==> config.mk <==
export PLATFORM = sky130hd
export DESIGN_NAME = arlt_timer
export DESIGN_NICKNAME = d
export VERILOG_FILES = /design/src/logic/arlt_pkg.sv /design/src/logic/arlt_timer.sv
export VERILOG_INCLUDE_DIRS = /design/src /design/src/logic
export SDC_FILE = /design/constraint.sdc
export NUM_CORES = 1
export LEC_CHECK = 0
export BUFFER_PORTS_ARGS = -buffer_cell sky130_fd_sc_hd__buf_2
export CELL_PAD_IN_SITES_DETAIL_PLACEMENT = 1
export CELL_PAD_IN_SITES_GLOBAL_PLACEMENT = 1
export CORE_MARGIN = 2
export CORE_UTILIZATION = 30
export CTS_CLUSTER_DIAMETER = 40
export DETAILED_ROUTE_END_ITERATION = 12
export PLACE_DENSITY_LB_ADDON = 0.25
export RECOVER_POWER = 50
export SLEW_MARGIN = 20
export SYNTH_ARGS = -nofsm -noshare
export SYNTH_HDL_FRONTEND = slang
export SYNTH_SLANG_ARGS = --single-unit
==> constraint.sdc <==
create_clock -name mclk_i -period 4.85 [get_ports mclk_i]
set_input_delay 0.97 -clock mclk_i [delete_from_list [all_inputs] [get_ports mclk_i]]
set_output_delay 0.97 -clock mclk_i [all_outputs]
set_load 0.02 [all_outputs]
==> src/logic/arlt_defines.svh <==
// Purpose: offsets, field positions, reset values and counts of the timer
// Assumes: 32-bit bus words, byte addresses
// Notes: definitions only
`ifndef ARLT_DEFINES_SVH
`define ARLT_DEFINES_SVH
// Register byte offsets
`define ARLT_OFS_CTRL 8'h00
`define ARLT_OFS_CNT_LO 8'h04
`define ARLT_OFS_CNT_HI 8'h08
`define ARLT_OFS_RLD_LO 8'h0c
`define ARLT_OFS_RLD_HI 8'h10
`define ARLT_OFS_CLKCTL 8'h14
`define ARLT_OFS_STATUS 8'h18
`define ARLT_OFS_MASK 8'h1c
// Timer control register fields
`define ARLT_B_HI_OVF 7
`define ARLT_B_LO_OVF 6
`define ARLT_B_LO_IEN 5
`define ARLT_B_CAP_EN 4
`define ARLT_B_SPLIT 3
`define ARLT_B_RUN 2
`define ARLT_B_CSS 1
`define ARLT_B_XCLK 0
// Clock control register fields
`define ARLT_B_LO_CSEL 0
`define ARLT_B_HI_CSEL 1
`define ARLT_B_TMR_IEN 2
// Status and mask fields
`define ARLT_S_HI 0
`define ARLT_S_LO 1
`define ARLT_S_CAP 2
// Reset values
`define ARLT_RST_BYTE 8'h00
`define ARLT_RST_EVT 3'h0
// Clock divider terminal counts (divide by 12 and by 8)
`define ARLT_SYS_DIV 4'hb
`define ARLT_EXT_DIV 3'h7
`endif

==> src/logic/arlt_pkg.sv <==
// Purpose: shared types of the timer
// Assumes: nothing
// Notes: constants live in the defines header
package arlt_pkg;
   typedef logic [7:0] arlt_byte_t;
   typedef enum logic [1:0] {
      ARLT_M16, ARLT_MSPLIT, ARLT_MCAP16, ARLT_MCAPSPLIT
   } arlt_mode_e;
endpackage : arlt_pkg

==> src/logic/arlt_timer.sv <==
// Purpose: 16-bit auto-reload timer with oscillator capture
// Assumes: classic Wishbone slave, 10 MHz mclk_i, sync reset
// Notes: one-wait-state bus answer; ext_clk_i and lfo_i are async pins
//
// Overview of operation
// Count is two byte registers, low, high
// Clocks: system, system/12, synced external/8
// 16-bit wrap reloads count, sets high flag
// Interrupt on each 16-bit overflow when enabled
// Low-byte wrap interrupts when low enable set
// Split mode: two 8-bit auto-reload counters
// Run gates high half only in split
// Per-half clock select plus shared external select
// Split wraps set high and low flags
// Split interrupts: high, or either with enable
// Flags cleared only by software
// Software reads both flags to find source
// Capture enable selects oscillator capture mode
// 16-bit capture copies count into reload
// Split capture copies both halves into reload
// Source select 0 reserved, 1 falling edge
// Run bit enables counting, else holds
// Oscillator synced, falling edge one strobe
// Capture mode wraps to zero, no reload
//
// Local design decisions: the placing of the registers and register access over Wishbone.
`timescale 1ns/10ps
`include "arlt_defines.svh"
module arlt_timer
   import arlt_pkg::*;
(
   input wire logic mclk_i,
   input wire logic reset_i,
   input wire logic ext_clk_i,
   input wire logic lfo_i,
   input wire logic wb_cyc_i,
   input wire logic wb_stb_i,
   input wire logic wb_we_i,
   input wire logic [7:0] wb_adr_i,
   input wire logic [3:0] wb_sel_i,
   input wire logic [31:0] wb_dat_i,
   output logic [31:0] wb_dat_o,
   output logic wb_ack_o,
   output logic irq_o
);
   // Mode from split and capture bits
   function automatic arlt_mode_e mode_of(input arlt_byte_t c);
      mode_of = arlt_mode_e'({c[`ARLT_B_CAP_EN], c[`ARLT_B_SPLIT]});
   endfunction : mode_of

   // Write strobe for one register, low lane only
   function automatic logic wr_hit(input logic [7:0] ofs,
                                   input logic [7:0] adr,
                                   input logic go);
      wr_hit = go && (adr == ofs);
   endfunction : wr_hit

   arlt_byte_t ctrl_reg, ctrl_next;
   arlt_byte_t cnt_lo_reg, cnt_lo_next, cnt_hi_reg, cnt_hi_next;
   arlt_byte_t rld_lo_reg, rld_lo_next, rld_hi_reg, rld_hi_next;
   logic [2:0] clkctl_reg, clkctl_next;
   logic [2:0] sts_reg, sts_next, msk_reg, msk_next;
   logic ack_reg, ack_next;
   logic [31:0] dat_reg, dat_next;
   logic [3:0] presc_reg, presc_next;
   logic [2:0] ediv_reg, ediv_next;
   logic ext_s1_reg, ext_s2_reg, ext_d_reg;
   logic lfo_s1_reg, lfo_s2_reg, lfo_d_reg;
   logic tick12, tick_ext, lfo_fall, wr_go;
   logic [1:0] tick;
   logic [1:0] csel;
   logic ev_hi, ev_lo, ev_cap;
   arlt_mode_e mode;

   // Prescalers; external edges counted only after sync
   always_comb begin
      tick12 = (presc_reg == `ARLT_SYS_DIV);
      presc_next = tick12 ? 4'h0 : presc_reg + 4'h1;
      tick_ext = ext_s2_reg && !ext_d_reg && (ediv_reg == `ARLT_EXT_DIV);
      ediv_next = (ext_s2_reg && !ext_d_reg) ? ediv_reg + 3'h1 : ediv_reg;
      // Falling oscillator edge, one cycle
      lfo_fall = lfo_d_reg && !lfo_s2_reg;
   end

   always_ff @(posedge mclk_i) begin
      if (reset_i) begin
         presc_reg <= 4'h0;
         ediv_reg <= 3'h0;
         {ext_s1_reg, ext_s2_reg, ext_d_reg} <= 3'h0;
         {lfo_s1_reg, lfo_s2_reg, lfo_d_reg} <= 3'h0;
      end else begin
         presc_reg <= presc_next;
         ediv_reg <= ediv_next;
         ext_s1_reg <= ext_clk_i; // First stage feeds only the second
         ext_s2_reg <= ext_s1_reg;
         ext_d_reg <= ext_s2_reg;
         lfo_s1_reg <= lfo_i;
         lfo_s2_reg <= lfo_s1_reg;
         lfo_d_reg <= lfo_s2_reg;
      end
   end

   // Per-half tick: select 1 is every cycle
   assign csel = {clkctl_reg[`ARLT_B_HI_CSEL], clkctl_reg[`ARLT_B_LO_CSEL]};
   for (genvar h = 0; h < 2; h++) begin : g_half
      assign tick[h] = csel[h] ? 1'b1 :
                       (ctrl_reg[`ARLT_B_XCLK] ? tick_ext : tick12);
   end

   // Bus answer one cycle after the request appears
   assign wr_go = wb_cyc_i && wb_stb_i && wb_we_i && ack_reg && wb_sel_i[0];
   always_comb begin
      ack_next = wb_cyc_i && wb_stb_i && !ack_reg;
      dat_next = 32'h0000_0000;
      unique case (wb_adr_i)
         `ARLT_OFS_CTRL: dat_next[7:0] = ctrl_reg;
         `ARLT_OFS_CNT_LO: dat_next[7:0] = cnt_lo_reg;
         `ARLT_OFS_CNT_HI: dat_next[7:0] = cnt_hi_reg;
         `ARLT_OFS_RLD_LO: dat_next[7:0] = rld_lo_reg;
         `ARLT_OFS_RLD_HI: dat_next[7:0] = rld_hi_reg;
         `ARLT_OFS_CLKCTL: dat_next[2:0] = clkctl_reg;
         `ARLT_OFS_STATUS: dat_next[2:0] = sts_reg;
         `ARLT_OFS_MASK: dat_next[2:0] = msk_reg;
         default: dat_next = 32'h0000_0000; // Unmapped reads zero
      endcase
   end

   always_ff @(posedge mclk_i) begin
      if (reset_i) begin
         ack_reg <= 1'b0;
         dat_reg <= 32'h0000_0000;
      end else begin
         ack_reg <= ack_next;
         dat_reg <= dat_next;
      end
   end
   assign wb_ack_o = ack_reg;
   assign wb_dat_o = dat_reg;

   // Counting, flags, capture and registers
   assign mode = mode_of(ctrl_reg);
   always_comb begin
      ev_hi = 1'b0;
      ev_lo = 1'b0;
      cnt_lo_next = cnt_lo_reg;
      cnt_hi_next = cnt_hi_reg;
      unique case (mode)
         ARLT_M16, ARLT_MCAP16: begin
            // Run bit gates the whole 16-bit count
            if (ctrl_reg[`ARLT_B_RUN] && tick[0]) begin
               ev_lo = (cnt_lo_reg == 8'hff);
               ev_hi = ev_lo && (cnt_hi_reg == 8'hff);
               // Full wrap reloads, capture wraps to zero
               if (ev_hi) begin
                  cnt_hi_next = (mode == ARLT_M16) ? rld_hi_reg : 8'h00;
                  cnt_lo_next = (mode == ARLT_M16) ? rld_lo_reg : 8'h00;
               end else begin
                  {cnt_hi_next, cnt_lo_next} =
                     {cnt_hi_reg, cnt_lo_reg} + 16'h0001;
               end
            end
         end
         ARLT_MSPLIT, ARLT_MCAPSPLIT: begin
            // Low half free-running in split mode
            if (tick[0]) begin
               ev_lo = (cnt_lo_reg == 8'hff);
               // Split low reload, zero in capture
               cnt_lo_next = !ev_lo ? cnt_lo_reg + 8'h01 :
                  ((mode == ARLT_MSPLIT) ? rld_lo_reg : 8'h00);
            end
            if (ctrl_reg[`ARLT_B_RUN] && tick[1]) begin
               ev_hi = (cnt_hi_reg == 8'hff);
               cnt_hi_next = !ev_hi ? cnt_hi_reg + 8'h01 :
                  ((mode == ARLT_MSPLIT) ? rld_hi_reg : 8'h00);
            end
         end
      endcase
      // Capture only with source select 1
      ev_cap = ctrl_reg[`ARLT_B_CAP_EN] && ctrl_reg[`ARLT_B_CSS] && lfo_fall;
      ctrl_next = ctrl_reg;
      rld_lo_next = rld_lo_reg;
      rld_hi_next = rld_hi_reg;
      clkctl_next = clkctl_reg;
      msk_next = msk_reg;
      // Each count byte is its own bus register
      if (wr_hit(`ARLT_OFS_CNT_LO, wb_adr_i, wr_go)) begin
         cnt_lo_next = wb_dat_i[7:0];
      end
      if (wr_hit(`ARLT_OFS_CNT_HI, wb_adr_i, wr_go)) begin
         cnt_hi_next = wb_dat_i[7:0];
      end
      if (wr_hit(`ARLT_OFS_CTRL, wb_adr_i, wr_go)) begin
         ctrl_next = wb_dat_i[7:0];
      end
      if (wr_hit(`ARLT_OFS_RLD_LO, wb_adr_i, wr_go)) begin
         rld_lo_next = wb_dat_i[7:0];
      end
      if (wr_hit(`ARLT_OFS_RLD_HI, wb_adr_i, wr_go)) begin
         rld_hi_next = wb_dat_i[7:0];
      end
      if (wr_hit(`ARLT_OFS_CLKCTL, wb_adr_i, wr_go)) begin
         clkctl_next = wb_dat_i[2:0];
      end
      if (wr_hit(`ARLT_OFS_MASK, wb_adr_i, wr_go)) begin
         msk_next = wb_dat_i[2:0];
      end
      // Capture beats a same-cycle reload write
      if (ev_cap) begin
         rld_lo_next = cnt_lo_reg;
         rld_hi_next = cnt_hi_reg;
      end
      // Hardware only sets flags; set wins
      if (ev_hi) begin
         ctrl_next[`ARLT_B_HI_OVF] = 1'b1;
      end
      if (ev_lo) begin
         ctrl_next[`ARLT_B_LO_OVF] = 1'b1;
      end
      // Sticky status, write one clears, event wins
      sts_next = sts_reg;
      if (wr_hit(`ARLT_OFS_STATUS, wb_adr_i, wr_go)) begin
         sts_next = sts_reg & ~wb_dat_i[2:0];
      end
      // Low wraps count only with low enable
      sts_next = sts_next | {ev_cap, ev_lo && ctrl_reg[`ARLT_B_LO_IEN], ev_hi};
   end

   always_ff @(posedge mclk_i) begin
      if (reset_i) begin
         ctrl_reg <= `ARLT_RST_BYTE;
         cnt_lo_reg <= `ARLT_RST_BYTE;
         cnt_hi_reg <= `ARLT_RST_BYTE;
         rld_lo_reg <= `ARLT_RST_BYTE;
         rld_hi_reg <= `ARLT_RST_BYTE;
         clkctl_reg <= `ARLT_RST_EVT;
         sts_reg <= `ARLT_RST_EVT;
         msk_reg <= `ARLT_RST_EVT;
      end else begin
         ctrl_reg <= ctrl_next;
         cnt_lo_reg <= cnt_lo_next;
         cnt_hi_reg <= cnt_hi_next;
         rld_lo_reg <= rld_lo_next;
         rld_hi_reg <= rld_hi_next;
         clkctl_reg <= clkctl_next;
         sts_reg <= sts_next;
         msk_reg <= msk_next;
      end
   end

   // Timer enable gates the unmasked sticky events
   assign irq_o = clkctl_reg[`ARLT_B_TMR_IEN] && |(sts_reg & msk_reg);

   logic quiet;
   assign quiet = !wr_go;
endmodule : arlt_timer

==> metrics.cfg, run 1 <==
[timing]
slew_violations=44
final-setup-viol-count=0
period_minus_slack_ps=3090
fin_worst_skew_ps=7.28
worst_pin_slew_ps=2120
relSlewSlack=-0.416
hold_viol_final=0
fin_crit_sh=0.636
rsz0062_at_grt=no
max_freq_mhz=324
setup_tns_ps=0
timing.hold.ws_ps=441

[grt]
antenna_found_initial=0
met1_usage=0.285
busiest_layer=met2
grt_max_degree=44
grt_use_total=0.206
grt_pass1_wl_um=23000
grtUsageMet3=0.0449
overflow=0
grt_pass1_vias=3893
grtUsageMet2=0.324

[die]
io_pins=85
dieArea_um2=14900
fp.coreArea_um2=13700
die_h_um=122
fp-row-count=43
start_util=0.304
die_x_um=122

[cts]
postCtsSetupBuffers=0
worstSkewPairLatency_ps=340
numCtsBuffers=9
clock_path_buffers=2
cts_tree=built
hold_buffers=0
clockRootBuffer=clkbuf_16
ctsResizeCount=0
clk_pin_slew_ps=60
clock_sinks=71
htreeDepth=3

[yosys]
synth.area.top_cells=dfxtp_1 (34%), mux2i_1 (6.7%), a21oi_1 (5.2%)
synth-async-reset-ratio=0
synth_compound_area_frac=0.222
synth_edf_count=0
syn_inst=508
yosys.area_share.simple=0.216
muxShareOfSynthArea=0.0969
synth_top_family_by_area=compound AO/OA/AOI/OAI gates
yosysWarnings=0
synthMostInstantiatedCell=dfxtp_1
synth-xor-area-share=0.0168
yosysUniqueCellTypes=65
synth_ff_type=dfxtp_1
postSynthAreaPerCell_um2=8.21
synth.ff_latch_count=71
seq_area_frac_synth=0.341
synth_top_area_cell=dfxtp_1
synthAdderAreaFrac=0.0150
synth.cells.most_frequent=dfxtp_1 (71), nand2_1 (50), a21oi_1 (43), nor2_1 (38)
synth.top_cell.area_share=0.341
synthesis.area_um2=4170

[placed_design]
gp_congestion=0.908
io_buffers=33
post_dp_cell_area_um2=4380
dp.cells=693
dp_hpwl_um=10500

[critical_path]
reg2reg_to=cnt_hi_reg[6]
critPathCaptureType=register
crit_path_start_kind=primary input
cp.arrival_ps=3290
endpoint=rld_lo_reg[4]
crit_path_max_fanout=8
crit_required_ps=5060
crit_type=in2reg
r2r_cells=5
reg2reg_from=ctrl_reg[3]
crit_start=wb_adr_i[1]
r2r_slack_ps=2050

[drt]
final_antenna_net_count=0
drt-pass1-iter-count=8
routed_wl_um=14900
route.vias.total=4003
routedWlPerCell_um=21.1
routed_via_density=5.65
drc_errors=0
drt_iter0_markers=353

[pwr]
switchingPower_mw=0.345
seq_power_share=0.449
powerDensity_nw_per_um2=283
power.share.clock=0.490
p_comb_frac=0.061
swShare=0.262
leakagePower_nw=1.64
internal_power_mw=0.972
irDropWorstVdd_mv=0.153

[worst_hold_path]
min_from=lfo_s1_reg
hold_class=reg2reg

[cells_and_area]
final_cell_area_um2=4660
layout-drive-gt1-share=0.127
diodes=0
stdcell_count=709
post-route-util=0.340
syn2layout_area_growth_pct=11.7
final_nets=580

[outcome]
status=finished with violations
violations=max-capacitance violations, max-slew violations

[flow_run]
maxCapViolCount=1

routing by layer:
| layer | wire [µm] | vias up |
|---|---|---|
| met2 | 6810 | 128 |
| met3 | 840 | 22 |
| li1 | - | 1869 |
| met5 | 0 | - |
| met4 | 274 | 0 |
| met1 | 7000 | 1984 |
power groups by stage:
| stage | combinational, mW | sequential [mW] | clock [mW] |
|---|---|---|---|
| 2_1_floorplan | 0.0657 | 0.604 | 0 |
| 3_3_place_gp | 0.0787 | 0.604 | 0 |
| 3_5_place_dp | 0.0802 | 0.604 | 0 |
| 4_1_cts | 0.0804 | 0.591 | 0.658 |
| 5_1_grt | 0.0876 | 0.592 | 0.687 |
| 6_report | 0.0802 | 0.591 | 0.645 |
cells by family (layout without fill, tap and decap cells):
family | after synthesis | after routing
compound gates | 143 | 143
fa+ha+maj | 5 | 5
flops | 71 | 71
mux | 37 | 37
simple gates | 173 | 173
buf+inv | 70 | 68
xor+xnor | 8 | 8
other cells | 1 | 24
cell type report:
cell class              count  area (µm²)
fillers                  1653        9060
inverters                   9        33.8
clock inverters             6        43.8
multi-input cells         390        2470
repair buffers             43         224
well taps                 180         225
flip-flops and latches     71        1420
clock buffers              10         239
how the worst min path moves through the flow:
stage,to,cells past startpoint
floorplan,ext_s2_reg,1
global placement,lfo_s2_reg,1
detailed placement,lfo_s2_reg,1
CTS,lfo_s2_reg,1
global route,lfo_s2_reg,1
finish,lfo_s2_reg,1
worst max-delay path: stages:
cell and delay (ps):
buf_2 90, or4_4 560, or3_1 500, nor4_4 800, mux2i_1 270, a21oi_1 90
cell usage in the layout, fill, tap and decap left out, types with 5 or more instances in the layout:
cell and n:
a21oi_1 43, a22o_1 5, a22oi_1 6, a31oi_1 14, and2_1 5, and3_1 6
and4_1 5, buf_2 23, buf_4 9, clkbuf_1 11, clkbuf_16 9, conb_1 24
dfxtp_1 71, ha_1 5, inv_1 8, mux2_2 7, mux2i_1 28, nand2_1 50
nand3_1 18, nand4_1 5, nor2_1 38, nor2b_1 11, nor3_1 11, o21ai_0 30
per-stage QoR:
stage / setup slack (ps) / power, mW
2_1_floorplan: 1880 / 0.670
3_3_place_gp: 1450 / 0.683
3_5_place_dp: 1410 / 0.685
4_1_cts: 1760 / 1.33
5_1_grt: 1640 / 1.37
6_report: 1760 / 1.32
Note: power is estimated with default switching activity, not from simulation.
==> run 2: changes to the inputs <==
==> constraint.sdc (replaced) <==
create_clock -name mclk_i -period 3 [get_ports mclk_i]
set_input_delay 0.6 -clock mclk_i [delete_from_list [all_inputs] [get_ports mclk_i]]
set_output_delay 0.6 -clock mclk_i [all_outputs]
set_load 0.02 [all_outputs]
==> metrics.cfg, run 2 (same netlist as run 1, synthesis figures left out) <==
[critical_path]
slowest_delay_ps=640  ; was 800 ps
path_delay_family=simple AND/OR/NAND/NOR gates  ; unchanged
crit_required_ps=3250  ; was 5060 ps
crit_type=in2reg  ; unchanged
cp.arrival_ps=2790  ; was 3290 ps
cp_slowest_cell=or4_1  ; was nor4_4
crit_path_start_kind=primary input  ; unchanged
critPathCaptureType=register  ; unchanged
cp_num_buf_inv=2  ; was 1
crit_path_max_fanout=9  ; was 8
r2r_cells=5  ; unchanged
cp_cell_sequence=buf_2, or4_1, nor4b_2, clkbuf_1, o21ai_0, a21oi_1  ; was buf_2, or4_4, or3_1, nor4_4, mux2i_1, a21oi_1
cp.depth=6  ; unchanged

[drt]
drt_iter0_markers=300  ; was 353
final_antenna_net_count=0  ; unchanged
drc_errors=0  ; unchanged
routed_wl_um=15000  ; was 14900 µm
drt-pass1-iter-count=5  ; was 8
routed_via_density=5.63  ; was 5.65
route.vias.total=4048  ; was 4003
routedWlPerCell_um=20.9  ; was 21.1 µm

[pwr]
leakagePower_nw=1.72  ; was 1.64 nW
total_power_mw=2.40  ; was 1.32 mW
powerDensity_nw_per_um2=502  ; was 283 nW/µm²
irDropWorstVdd_mv=0.254  ; was 0.153 mV

[cells_and_area]
diodes=0  ; unchanged
final_common_cell=dfxtp_1  ; unchanged
final_cell_area_um2=4790  ; was 4660 µm²
final_nets=590  ; was 580
seqCellArea_um2=1420  ; unchanged
syn2layout_area_growth_pct=14.9  ; was 11.7%
n_fill_cell=1659  ; was 1653
multi_input_area_um2=2450  ; was 2470 µm²
stdcell_count=719  ; was 709
post-route-util=0.349  ; was 0.340
layout-drive-gt1-share=0.134  ; was 0.127
final_cell_mix=dfxtp_1 (71), nand2_1 (50), a21oi_1 (43), nor2_1 (38), o21ai_0 (30)  ; unchanged

[cts]
numCtsBuffers=9  ; unchanged
clock_path_buffers=2  ; unchanged
worstSkewPairLatency_ps=340  ; about the same
cts_tree=built  ; unchanged
htreeDepth=3  ; unchanged
ctsResizeCount=0  ; unchanged
clk_pin_slew_ps=60  ; about the same
postCtsSetupBuffers=0  ; unchanged
hold_buffers=0  ; unchanged
clockRootBuffer=clkbuf_16  ; unchanged
clock_sinks=71  ; unchanged

[grt]
overflow=0  ; unchanged
grt_pass1_wl_um=23600  ; was 23000 µm
grt_max_degree=34  ; was 44
grt_pass1_vias=4090  ; was 3893
antenna_found_initial=0  ; unchanged
grt_use_total=0.209  ; was 0.206

[outcome]
status=finished clean  ; was finished with violations

[timing]
fin_worst_skew_ps=7.89  ; was 7.28 ps
timing.hold.ws_ps=453  ; was 441 ps
worst_slack_ps=460  ; was 1760 ps
slew_violations=0  ; was 44
period_minus_slack_ps=2540
max_freq_mhz=394
fin_crit_sh=0.847
hold_viol_final=0  ; unchanged
relSlewSlack=0.0567  ; was -0.416
worst_pin_slew_ps=1410  ; was 2120 ps
final-setup-viol-count=0  ; unchanged
rsz0062_at_grt=no  ; unchanged
setup_tns_ps=0  ; unchanged

[die]
fp-row-count=43  ; unchanged
start_util=0.304  ; unchanged
dieArea_um2=14900  ; unchanged
io_pins=85  ; unchanged
die_x_um=122  ; unchanged
die_h_um=122  ; unchanged
fp.coreArea_um2=13700  ; unchanged

[placed_design]
post_dp_cell_area_um2=4450  ; was 4380 µm²
io_buffers=33  ; unchanged
dp.cells=703  ; was 693
gp_congestion=0.901  ; was 0.908
dp_hpwl_um=10600  ; was 10500 µm
pre_cts_ws_ps=253  ; was 1410 ps

[flow_run]
maxCapViolCount=0  ; was 1

[worst_hold_path]
hold_depth=1  ; unchanged
hold_class=reg2reg  ; unchanged

[run 2: cell types whose count changed in the layout (fill, tap and decap cells not counted), sizes merged]
cell	before	now
buf	32	40
clkbuf	21	25
bufinv	0	3
clkinv	4	1
clkinvlp	1	0
inv	10	9
[run 2: routing by layer]
metal	vias to the layer above	wire length (µm)	track usage
met1	1991	6940	0.284
li1	1868	-	-
met2	158	6850	0.334
met3	31	782	0.0318
met4	0	448	0.0790
met5	-	0	0
[run 2: path summary, 6_finish.rpt]
check	startpoint	endpoint	slack, ps
setup / recovery	wb_adr_i[1]	wb_dat_o[5]	460
setup reg to reg	cnt_hi_reg[0]	ctrl_reg[7]	770
hold reg to reg	wb_ack_o	wb_ack_o	450
hold / removal	wb_ack_o	wb_ack_o	450
[run 2: cell type report]
type,instances,share of cell area
multi-input combinational,390,0.512
inverter,9,0.00705
timing repair buffer,53,0.0609
sequential,71,0.297
clock buffer,12,0.0556
tap,180,0.0470
clock inverter,4,0.0206
[run 2: power breakdown]
group	leakage, nW	total [mW]	internal [mW]	switching, mW
combinational	0.972	0.131	0.0331	0.0978
sequential	0.574	0.956	0.951	0.00509
clock	0.179	1.32	0.884	0.432
total	1.72	2.40	1.87	0.535
[run 2: worst register-to-register path: cells and delay by family (launching register included)]
kind / cells / cell delay (ps)
compound gates: 2 / 560
fa+ha+maj: 1 / 340
flops: 1 / 530
simple gates: 2 / 710
